===== config.mk =====
export PLATFORM = sky130hd
export DESIGN_NAME = psq_sequencer
export DESIGN_NICKNAME = d
export VERILOG_FILES = /design/src/logic/psq_pkg.sv /design/src/logic/psq_sequencer.sv
export SDC_FILE = /design/constraint.sdc
export NUM_CORES = 1
export LEC_CHECK = 0
export ABC_AREA = 1
export ABC_CLOCK_PERIOD_IN_PS = 7200
export BUFFER_PORTS_ARGS = -buffer_cell sky130_fd_sc_hd__buf_4
export CAP_MARGIN = 20
export CORE_ASPECT_RATIO = 1.4
export CORE_MARGIN = 3
export CORE_UTILIZATION = 51
export CTS_CLUSTER_DIAMETER = 40
export DETAILED_ROUTE_END_ITERATION = 7
export PLACE_DENSITY_LB_ADDON = 0.1
export SETUP_SLACK_MARGIN = 0.1
export SLEW_MARGIN = 0
export SYNTH_ARGS = -nofsm -noshare
export SYNTH_HDL_FRONTEND = slang
export SYNTH_SLANG_ARGS = --single-unit

===== constraint.sdc =====
create_clock -name mclk -period 7.2 [get_ports mclk]
set_input_delay 0.36 -clock mclk [delete_from_list [all_inputs] [get_ports mclk]]
set_output_delay 0.36 -clock mclk [all_outputs]
set_load 0.02 [all_outputs]

===== src/logic/psq_pkg.sv =====
// Package for the power sequencing and fault record block.
package psq_pkg;
  // Register addresses.
  localparam logic [15:0] ADDR_DELAYS = 16'hfe06;
  localparam logic [15:0] ADDR_FAULT_RECORD = 16'hfe07;
  localparam logic [15:0] ADDR_FLAG_MASK_A = 16'hfe08;
  // Field positions.
  localparam int ON_DELAY_LSB = 2;
  localparam int OFF_DELAY_LSB = 0;
  localparam int CUR_ID_LSB = 0;
  localparam int PREV_ID_LSB = 4;
  // Reset values.
  localparam logic [3:0] DELAYS_RESET = 4'h0;
  localparam logic [7:0] FLAG_MASK_RESET = 8'h00;
  localparam logic [3:0] NO_FAULT = 4'h0;
  // Delay codes in milliseconds, clock rate and delay counter width.
  localparam int DELAY1_MS = 50;
  localparam int DELAY2_MS = 250;
  localparam int DELAY3_MS = 1000;
  localparam int CLK_MHZ = 100;
  localparam int CYCLES_PER_MS = CLK_MHZ * 1000;
  localparam int CNT_W = 27;
  // Flag bit positions in the protection flag vector, same as the mask bits.
  localparam int FLAG_OUT_OV = 0;
  localparam int FLAG_OUT_UV = 1;
  localparam int FLAG_OVER_TEMP = 2;
  localparam int FLAG_IN_OV = 3;
  localparam int FLAG_IN_ABSENT = 4;
  localparam int FLAG_IN_OC = 5;
  localparam int FLAG_OVERLOAD = 6;
  localparam int FLAG_QUICK_OV = 7;
  // Fault identifiers.
  typedef enum logic [3:0] {
    FID_NONE = 4'h0,
    FID_OUTPUT_OV = 4'h1,
    FID_OUTPUT_UV = 4'h2,
    FID_OVER_TEMP = 4'h3,
    FID_INPUT_OV = 4'h4,
    FID_INPUT_UV = 4'h5,
    FID_INPUT_OC = 4'h6,
    FID_OVERLOAD = 4'h7,
    FID_QUICK_OV = 4'h8,
    FID_QUICK_OC = 4'h9,
    FID_LOGIC_SUPPLY_OV = 4'ha,
    FID_CORE_SUPPLY_OV = 4'hb
  } psq_fault_id_t;
  // Sequencer states.
  typedef enum logic [2:0] {
    ST_OFF = 3'b000,
    ST_ON_WAIT = 3'b001,
    ST_SOFT_START = 3'b010,
    ST_RUN = 3'b011,
    ST_OFF_WAIT = 3'b100
  } psq_state_t;
  // Register bus request.
  typedef struct packed {
    logic wr;
    logic rd;
    logic [15:0] addr;
    logic [7:0] wdata;
  } psq_req_t;
endpackage


===== src/logic/psq_sequencer.sv =====
// Power-on sequencer with soft-start flag masking and shutdown fault record.
// How it works
// - Bits 3:2 of the delay register pick 0, 50, 250 or 1000 ms from request rising to soft start.
// - Bits 1:0 pick the same four delays from request falling to converter off.
// - A fault shutdown stores its 4-bit identifier in the read-only low nibble of the record.
// - The identifier of the fault just before it sits in the read-only high nibble.
// - Identifiers run 1 to 11 from output overvoltage to core supply overvoltage.
// - During soft start each set mask bit suppresses its flag; a clear bit leaves it active.
// - Mask bits 7, 6, 5 cover quick overvoltage, overload and input overcurrent.
// - Mask bits 4 and 3 cover input absent and input overvoltage.
// - Mask bits 2, 1, 0 cover overtemperature, output undervoltage and output overvoltage.
// - When enabled, the first fault identifier is sent to nonvolatile memory at shutdown.
`timescale 1ns/10ps
module psq_sequencer
  import psq_pkg::*;
#(
  parameter int MS_CYCLES = CYCLES_PER_MS
)
(
  // Clock and reset.
  input wire logic mclk,
  input wire logic reset_n,
  // Register access.
  input wire psq_req_t reg_req,
  output logic [7:0] reg_rdata,
  // Sequencing.
  input wire logic power_on_request,
  input wire logic soft_start_done,
  output logic soft_start,
  output logic converter_on,
  // Protection flags, bit order as the mask register.
  input wire logic [7:0] protect_flags,
  output logic [7:0] active_flags,
  // Shutdown faults.
  input wire logic fault_shutdown,
  input wire logic [3:0] fault_id,
  input wire logic save_id_enable,
  output logic nvm_save,
  output logic [3:0] nvm_save_id
);

  psq_state_t state;
  psq_state_t next_state;
  logic [3:0] delays;
  logic [7:0] flag_mask;
  logic [3:0] cur_id;
  logic [3:0] prev_id;
  logic [CNT_W-1:0] count;
  logic [CNT_W-1:0] next_count;
  logic req_d;
  logic first_saved;

  function automatic logic [CNT_W-1:0] delay_cycles(input logic [1:0] code);
    int ms;
    ms = 0;
    case (code)
      2'b01: ms = DELAY1_MS;
      2'b10: ms = DELAY2_MS;
      2'b11: ms = DELAY3_MS;
      default: ms = 0;
    endcase
    delay_cycles = CNT_W'(ms * MS_CYCLES);
  endfunction

  wire req_rise = power_on_request && !req_d;
  wire req_fall = !power_on_request && req_d;
  wire wr_delays = reg_req.wr && (reg_req.addr == ADDR_DELAYS);
  wire wr_mask = reg_req.wr && (reg_req.addr == ADDR_FLAG_MASK_A);
  wire [1:0] on_code = delays[ON_DELAY_LSB +: 2];
  wire [1:0] off_code = delays[OFF_DELAY_LSB +: 2];
  wire count_done = (count == '0);
  wire shutdown_now = fault_shutdown && (fault_id != NO_FAULT) && (state != ST_OFF);

  // Delay counts are loaded at the request edge, so later writes wait for the next edge.
  always_comb
  begin
    next_state = state;
    next_count = (count_done) ? count : count - 1'b1;
    case (state)
      ST_OFF:
        if (req_rise)
        begin
          next_state = ST_ON_WAIT;
          next_count = delay_cycles(on_code);
        end
      ST_ON_WAIT:
        if (!power_on_request)
          next_state = ST_OFF;
        else if (count_done)
          next_state = ST_SOFT_START;
      ST_SOFT_START:
        if (req_fall)
        begin
          next_state = ST_OFF_WAIT;
          next_count = delay_cycles(off_code);
        end
        else if (soft_start_done)
          next_state = ST_RUN;
      ST_RUN:
        if (req_fall)
        begin
          next_state = ST_OFF_WAIT;
          next_count = delay_cycles(off_code);
        end
      ST_OFF_WAIT:
        if (count_done)
          next_state = ST_OFF;
      default:
        next_state = ST_OFF;
    endcase
    if (shutdown_now)
      next_state = ST_OFF;
  end

  always_ff @(posedge mclk or negedge reset_n)
  begin
    if (!reset_n)
    begin
      state <= ST_OFF;
      count <= '0;
      req_d <= 1'b0;
    end
    else
    begin
      state <= next_state;
      count <= next_count;
      req_d <= power_on_request;
    end
  end

  always_ff @(posedge mclk or negedge reset_n)
  begin
    if (!reset_n)
    begin
      delays <= DELAYS_RESET;
      flag_mask <= FLAG_MASK_RESET;
    end
    else
    begin
      if (wr_delays)
        delays <= reg_req.wdata[3:0];
      if (wr_mask)
        flag_mask <= reg_req.wdata;
    end
  end

  // The record only changes on a shutdown; software writes to it are ignored.
  always_ff @(posedge mclk or negedge reset_n)
  begin
    if (!reset_n)
    begin
      cur_id <= NO_FAULT;
      prev_id <= NO_FAULT;
    end
    else if (shutdown_now)
    begin
      prev_id <= cur_id;
      cur_id <= fault_id;
    end
  end

  // Only the first identifier since reset is saved, to limit nonvolatile wear.
  always_ff @(posedge mclk or negedge reset_n)
  begin
    if (!reset_n)
    begin
      nvm_save <= 1'b0;
      nvm_save_id <= NO_FAULT;
      first_saved <= 1'b0;
    end
    else
    begin
      nvm_save <= shutdown_now && save_id_enable && !first_saved;
      if (shutdown_now && save_id_enable && !first_saved)
      begin
        nvm_save_id <= fault_id;
        first_saved <= 1'b1;
      end
    end
  end

  assign soft_start = (state == ST_SOFT_START);
  assign converter_on = (state == ST_SOFT_START) || (state == ST_RUN) || (state == ST_OFF_WAIT);
  assign active_flags = soft_start ? (protect_flags & ~flag_mask) : protect_flags;

  always_comb
  begin
    if (reg_req.addr == ADDR_DELAYS)
      reg_rdata = {4'h0, delays};
    else if (reg_req.addr == ADDR_FAULT_RECORD)
      reg_rdata = {prev_id, cur_id};
    else if (reg_req.addr == ADDR_FLAG_MASK_A)
      reg_rdata = flag_mask;
    else
      reg_rdata = 8'h00;
  end

  on_zero_a: assert property (@(posedge mclk) disable iff (!reset_n)
    (state == ST_OFF && req_rise && on_code == 2'b00 && !shutdown_now)
      |=> ##1 (state == ST_SOFT_START || !power_on_request || fault_shutdown))
    else $error("Zero turn-on delay did not start soft start.");
  off_zero_a: assert property (@(posedge mclk) disable iff (!reset_n)
    (state == ST_RUN && req_fall && off_code == 2'b00) |=> ##1 !converter_on)
    else $error("Zero turn-off delay did not turn off.");
  record_cur_a: assert property (@(posedge mclk) disable iff (!reset_n)
    shutdown_now |=> reg_rdata[3:0] == $past(fault_id) || reg_req.addr != ADDR_FAULT_RECORD)
    else $error("Shutdown fault not recorded.");
  record_prev_a: assert property (@(posedge mclk) disable iff (!reset_n)
    shutdown_now |=> prev_id == $past(cur_id))
    else $error("Previous fault not shifted.");
  record_shift_a: assert property (@(posedge mclk) disable iff (!reset_n)
    !shutdown_now |=> $stable(cur_id) && $stable(prev_id))
    else $error("Fault record changed without shutdown.");
  mask_soft_a: assert property (@(posedge mclk) disable iff (!reset_n)
    soft_start |-> (active_flags & flag_mask) == 8'h00)
    else $error("Masked flag active in soft start.");
  mask_run_a: assert property (@(posedge mclk) disable iff (!reset_n)
    !soft_start |-> active_flags == protect_flags)
    else $error("Flag masked outside soft start.");
  nvm_once_a: assert property (@(posedge mclk) disable iff (!reset_n)
    nvm_save |=> !nvm_save [*2])
    else $error("Nonvolatile save repeated.");
  reserved_a: assert property (@(posedge mclk) disable iff (!reset_n)
    reg_req.addr == ADDR_DELAYS |-> reg_rdata[7:4] == 4'h0)
    else $error("Reserved delay bits not zero.");

endmodule


======== After elaboration in Yosys (flattened, before gate mapping) ========
Index checks and enable logic that the tools add are counted.
word-level totals
  word-level logic and storage cells ...... 77
  input bits .............................. 44
  output and inout port bits .............. 23
  register bits after elaboration ......... 57
cells by class
  add/subtract/negate cells ............... 1
  bitwise logic cells ..................... 2
  $mul .................................... 3
  eq/ne operators ......................... 18
  reductions and logical operators ........ 18
  mux-type cells .......................... 25
operator list
  cell                                                                   count
  32-bit two-way mux                                                     5
  27-bit two-way mux                                                     4
  32-bit by 13-bit multiplier with 22-bit output, second input constant  3
  27-bit one-hot mux with 3 select lines                                 1
  10-bit one-hot mux with 3 select lines                                 2
  16-bit equality test, second input constant                            3
  8-bit two-way mux                                                      4
  27-bit logical NOT                                                     1
  27-bit by 1-bit subtractor with 27-bit output, second input constant   1
  3-bit two-way mux                                                      8
  3-bit one-hot mux with 5 select lines                                  1
  3-bit != test, second input constant                                   3
  8-bit AND                                                              1
  2-bit equality test, second input constant                             4
  1-bit logical AND                                                      8
  8-bit inverter                                                         1
  3-bit by 2-bit equality test with 1-bit output, second input constant  2
  5-bit AND reduction                                                    1
  2-bit by 1-bit equality test with 1-bit output, second input constant  2
  4-bit by 2-bit != test with 1-bit output, second input constant        1
  4-bit != test, second input constant                                   1
  4-bit nonzero test                                                     1
  3-bit by 1-bit equality test with 1-bit output, second input constant  1
  3-bit equality test, second input constant                             1
  other kinds (4)                                                        7

======== Longest topological paths before layout ========
  depth in word-level cells ............... 7
  mapped depth ............................ 19
  mapped depth without buffers ............ 18

======== Worst setup path after synthesis ========
No wires, ideal clock.
  kind .................................... flip-flop to flip-flop
  from .................................... reg delays[2]
  to ...................................... reg count[21]
  arrival ................................. 2.795 ns
  path buffers ............................ 1
  period minus slack after synthesis ...... 2.920 ns
  setup slack ............................. 4.280 ns
  cell stages (with the launch flop) ...... 16
  required time ........................... 7.076 ns
  cells stage by stage .................... dfrtp_1 inv_1 ha_1 clkbuf_1 inv_1 nand2_1 nand2_1 fa_1 inv_1 ha_1 inv_1 nor3_1 a21boi_0 a21o_1 nand3_1 nand3_1
between the ends
  word-level cells in the longest chain between the ends .. 7
RTL lines
  element                                                                                RTL line              text
  start: declaration                                                                     psq_sequencer.sv:44   logic [3:0] delays;
  start signal: assignment                                                               psq_sequencer.sv:141  delays <= reg_req.wdata[3:0];
  2-bit equality test or 2-bit by 1-bit equality test with 1-bit output (tied branches)  psq_sequencer.sv:56   case (code)
  10-bit one-hot mux with 3 select lines (*)                                             psq_sequencer.sv:56
  32-bit two-way mux (*)                                                                 psq_sequencer.sv:81   if (req_rise)
  32-bit two-way mux (*)                                                                 psq_sequencer.sv:79   case (state)
  32-bit by 13-bit multiplier with 22-bit output (*)                                     psq_sequencer.sv:62   delay_cycles = CNT_W'(ms * MS_CYCLES);
  27-bit two-way mux (*)                                                                 psq_sequencer.sv:81
  27-bit one-hot mux with 3 select lines (*)                                             psq_sequencer.sv:79
  net next_count[21]                                                                     psq_sequencer.sv:49   logic [CNT_W-1:0] next_count;
  end signal: assignment                                                                 psq_sequencer.sv:126  count <= next_count;
  end: declaration                                                                       psq_sequencer.sv:48   logic [CNT_W-1:0] count;
The timed path passes the listed nets; every way through them passes the cells marked *. The select of a mux whose other input is x is not followed.
A chain may end at the register's enable or synchronous reset.

======== Final worst setup path ========
  from .................................... reg delays[3]
  to ...................................... reg count[21]
The elaborated chain is that of the path after synthesis.

==> flow_summary.toml <==
[clock_network]
cts_buffer_depth = 2
clock_latency_ns = 0.33
cts_root_buf = "clkbuf_16"
cts_made_buffers = 9
cts_resized = 0
post-cts-setup-buffers = 0
clock-sinks = 57
cts_hold_buf = 0
cts_tree = "yes"
htree_levels = 3
clk_pin_slew_ns = 0.05

[die]
die-height_um = 124.1
fp.dieW_um = 90.34
initial_utilization = 0.5310
fp.dieArea_um2 = 11210
fp-row-count = 42
core_um2 = 9564
io-pin-count = 67

[worst_setup_path]
rr_endpoint = "count[21]$_DFF_PN0_"
rrSetupSlack_ns = 3.71
arrival_ns = 3.70
critPathMaxStageDelay_ns = 0.46
slowest_stage = "dfrtp_1"
reg2reg_from = "delays[3]$_DFFE_PN0P_"
crit_fanout = 7
path_cells = "inv_1, ha_1, ha_1, ha_1, ha_1, a21o_1, ha_1, inv_1, nor3_1, a21boi_0, a21o_1, nand3_1, nand3_1"
crit_path_frequent_cell = "ha_1"
reg2reg_depth = 13
crit_start = "delays[3]$_DFFE_PN0P_"
worst-setup-path-type = "reg2reg"
cp-endpoint = "count[21]$_DFF_PN0_"
endpoint_kind = "register"
critPathLaunchType = "register"
crit_required_ns = 7.41

[place]
dp_cells = 926
dpl_cell_area_um2 = 5683
port-buffer-count = 65
dp_hpwl_mm = 11.42
place.gp.congestion = 0.9496

[timing]
finalSetupTns_ns = 0
relSlewSlack = 0.4939
final-setup-viol-count = 0
worst-slew-pin-transition_ns = 0.7591
min_period_ns = 3.487
rsz0062_at_grt = "false"
period_share = 0.4844
drv_slew = 0
hold_viol = 0
fmax_mhz = 286.7
finClkSkew_ns = 0.006162

[power_and_ir_drop]
p_per_area_nw_per_um2 = 306.6
finalPower_mw = 1.841
p_leak_nw = 3.285
irDropWorstVdd_v = 0.0001379

[logic_synthesis]
synthFlopType = "dfrtp_1"
yosys.area.top_type_share = 0.2809
synth-edff-count = 0
netlist_area_um2 = 5079
yosys_warnings = 0
yosysUniqueCellTypes = 52
syn_nets = 830
synth_common_cells = "186 x nand2_1, 106 x inv_1, 80 x nand3_1"
synthMostInstantiatedCell = "nand2_1"
synth-seq-area-share = 0.2809
syn_inst = 738
ys_ff_latch = 57
async_flop_share = 1.000
syn_avg_cell_area_um2 = 6.882
yosysTopAreaCell = "dfrtp_1"
ys_top_cells_by_area = "dfrtp_1 28%, nand2_1 14%, ha_1 11%, nand3_1 7.9%, inv_1 7.8%"

[global_routing]
grt_pass1_vias = 4955
grt.total_usage = 0.2609
grt_overflow = 0
grt_max_degree = 58
antenna_found_initial = 0
grt_pass1_wl_mm = 23.14

[final_layout]
drive_above_1_share = 0.1617
stdcell_area_um2 = 6005
n_antenna_cell = 0
final_cells = 942
final_nets = 897
area_delta_synth_final_pct = 18.23

[detailed_routing]
drc = 0
drtIter0Drc = 285
first_pass_iters = 8
num_vias = 5113
via_per_inst = 5.428
ant_nets = 0
wl_per_cell_um = 15.19
wl_mm = 14.31

[min_path]
hp-class = "in2async"

[status]
outcome = "complete, no violations"

[flow_run]
maxCapViolCount = 0
## state kept, by name, summed over array words and instances, names as in the netlist, 3 cells and up
signal and cells:
cur_id 4, prev_id 4, flag_mask 8, delays 4, nvm_save_id 4, state 3, count 27
## layout make-up
cell class / count / area, um2
clock inverters: 5 / 78.83
fillers: 896 / 3560
well taps: 132 / 165.2
repair buffers: 65 / 488.0
flip-flops and latches: 57 / 1426
clock buffers: 11 / 242.7
inverters: 116 / 437.9
multi-input cells: 556 / 3166
## worst max-delay path: cells and delay by family, from the launching register on
family,cells,cell delay (ns)
buf+inv,2,0.24
simple gates,3,0.50
fa+ha+maj,5,1.60
compound gates,3,0.58
flops,1,0.46
## worst min path at each step
stage / start / end / slack [ns] / cells after the start
finish: reset_n / count[10]$_DFF_PN0_ / 0.10 / 1
global route: reset_n / count[10]$_DFF_PN0_ / 0.16 / 1
CTS: reset_n / count[2]$_DFF_PN0_ / 0.13 / 1
detailed placement: first_saved$_DFFE_PN0P_ / first_saved$_DFFE_PN0P_ / 0.46 / 2
global placement: first_saved$_DFFE_PN0P_ / first_saved$_DFFE_PN0P_ / 0.45 / 2
floorplan: reset_n / count[0]$_DFF_PN0_ / 0.06 / 0
## metal layers
metal | GRT usage | wire length (um) | vias up
li1 | - | - | 2556
met1 | 0.2707 | 5544 | 2358
met2 | 0.5072 | 7637 | 154
met3 | 0.04230 | 560 | 45
met4 | 0.1322 | 565 | 0
met5 | 0 | 0 | -
## report_power, final
part           total [mW]  switching [mW]  internal [mW]  leakage [nW]
Sequential          0.489          0.0796          0.410         0.753
Clock               0.460           0.149          0.311         0.159
Combinational       0.891           0.608          0.283          2.37
Total                1.84           0.836           1.00          3.28
## cell families (layout without fill, tap and decap cells)
group,count (synthesis),count (layout),share of synthesized area
flops,57,57,0.2809
xor+xnor,7,7,0.01355
compound gates,99,99,0.1244
buf+inv,125,197,0.09584
fa+ha+maj,48,48,0.1212
simple gates,402,402,0.3641
## cell usage in the layout, fill, tap and decap left out, types with 5 or more instances in the layout
cell type,netlist,layout
buf_4,1,65
a21boi_0,9,9
o211ai_1,6,6
inv_1,106,106
nand4_1,26,26
inv_2,9,9
nand2_2,7,7
nor2_1,65,65
dfrtp_1,57,57
nor2_2,14,14
o21ai_0,29,29
clkbuf_16,0,9
ha_1,46,46
o22ai_1,5,5
a21oi_1,23,23
nand2_1,186,186
a21o_1,7,7
nand3_1,80,80
## stage by stage
| stage | hold slack [ns] | setup slack (ns) | utilization |
|---|---|---|---|
| 6_report | 0.1009 | 3.713 | 0.6278 |
| 5_1_grt | 0.1593 | 3.432 | 0.6278 |
| 4_1_cts | 0.1258 | 3.772 | 0.6278 |
| 3_5_place_dp | 0.4586 | 3.811 | 0.5942 |
| 3_3_place_gp | 0.4488 | 3.843 | 0.5942 |
| 2_1_floorplan | 0.06441 | 4.280 | - |
Note: power is estimated with default switching activity, not from simulation.
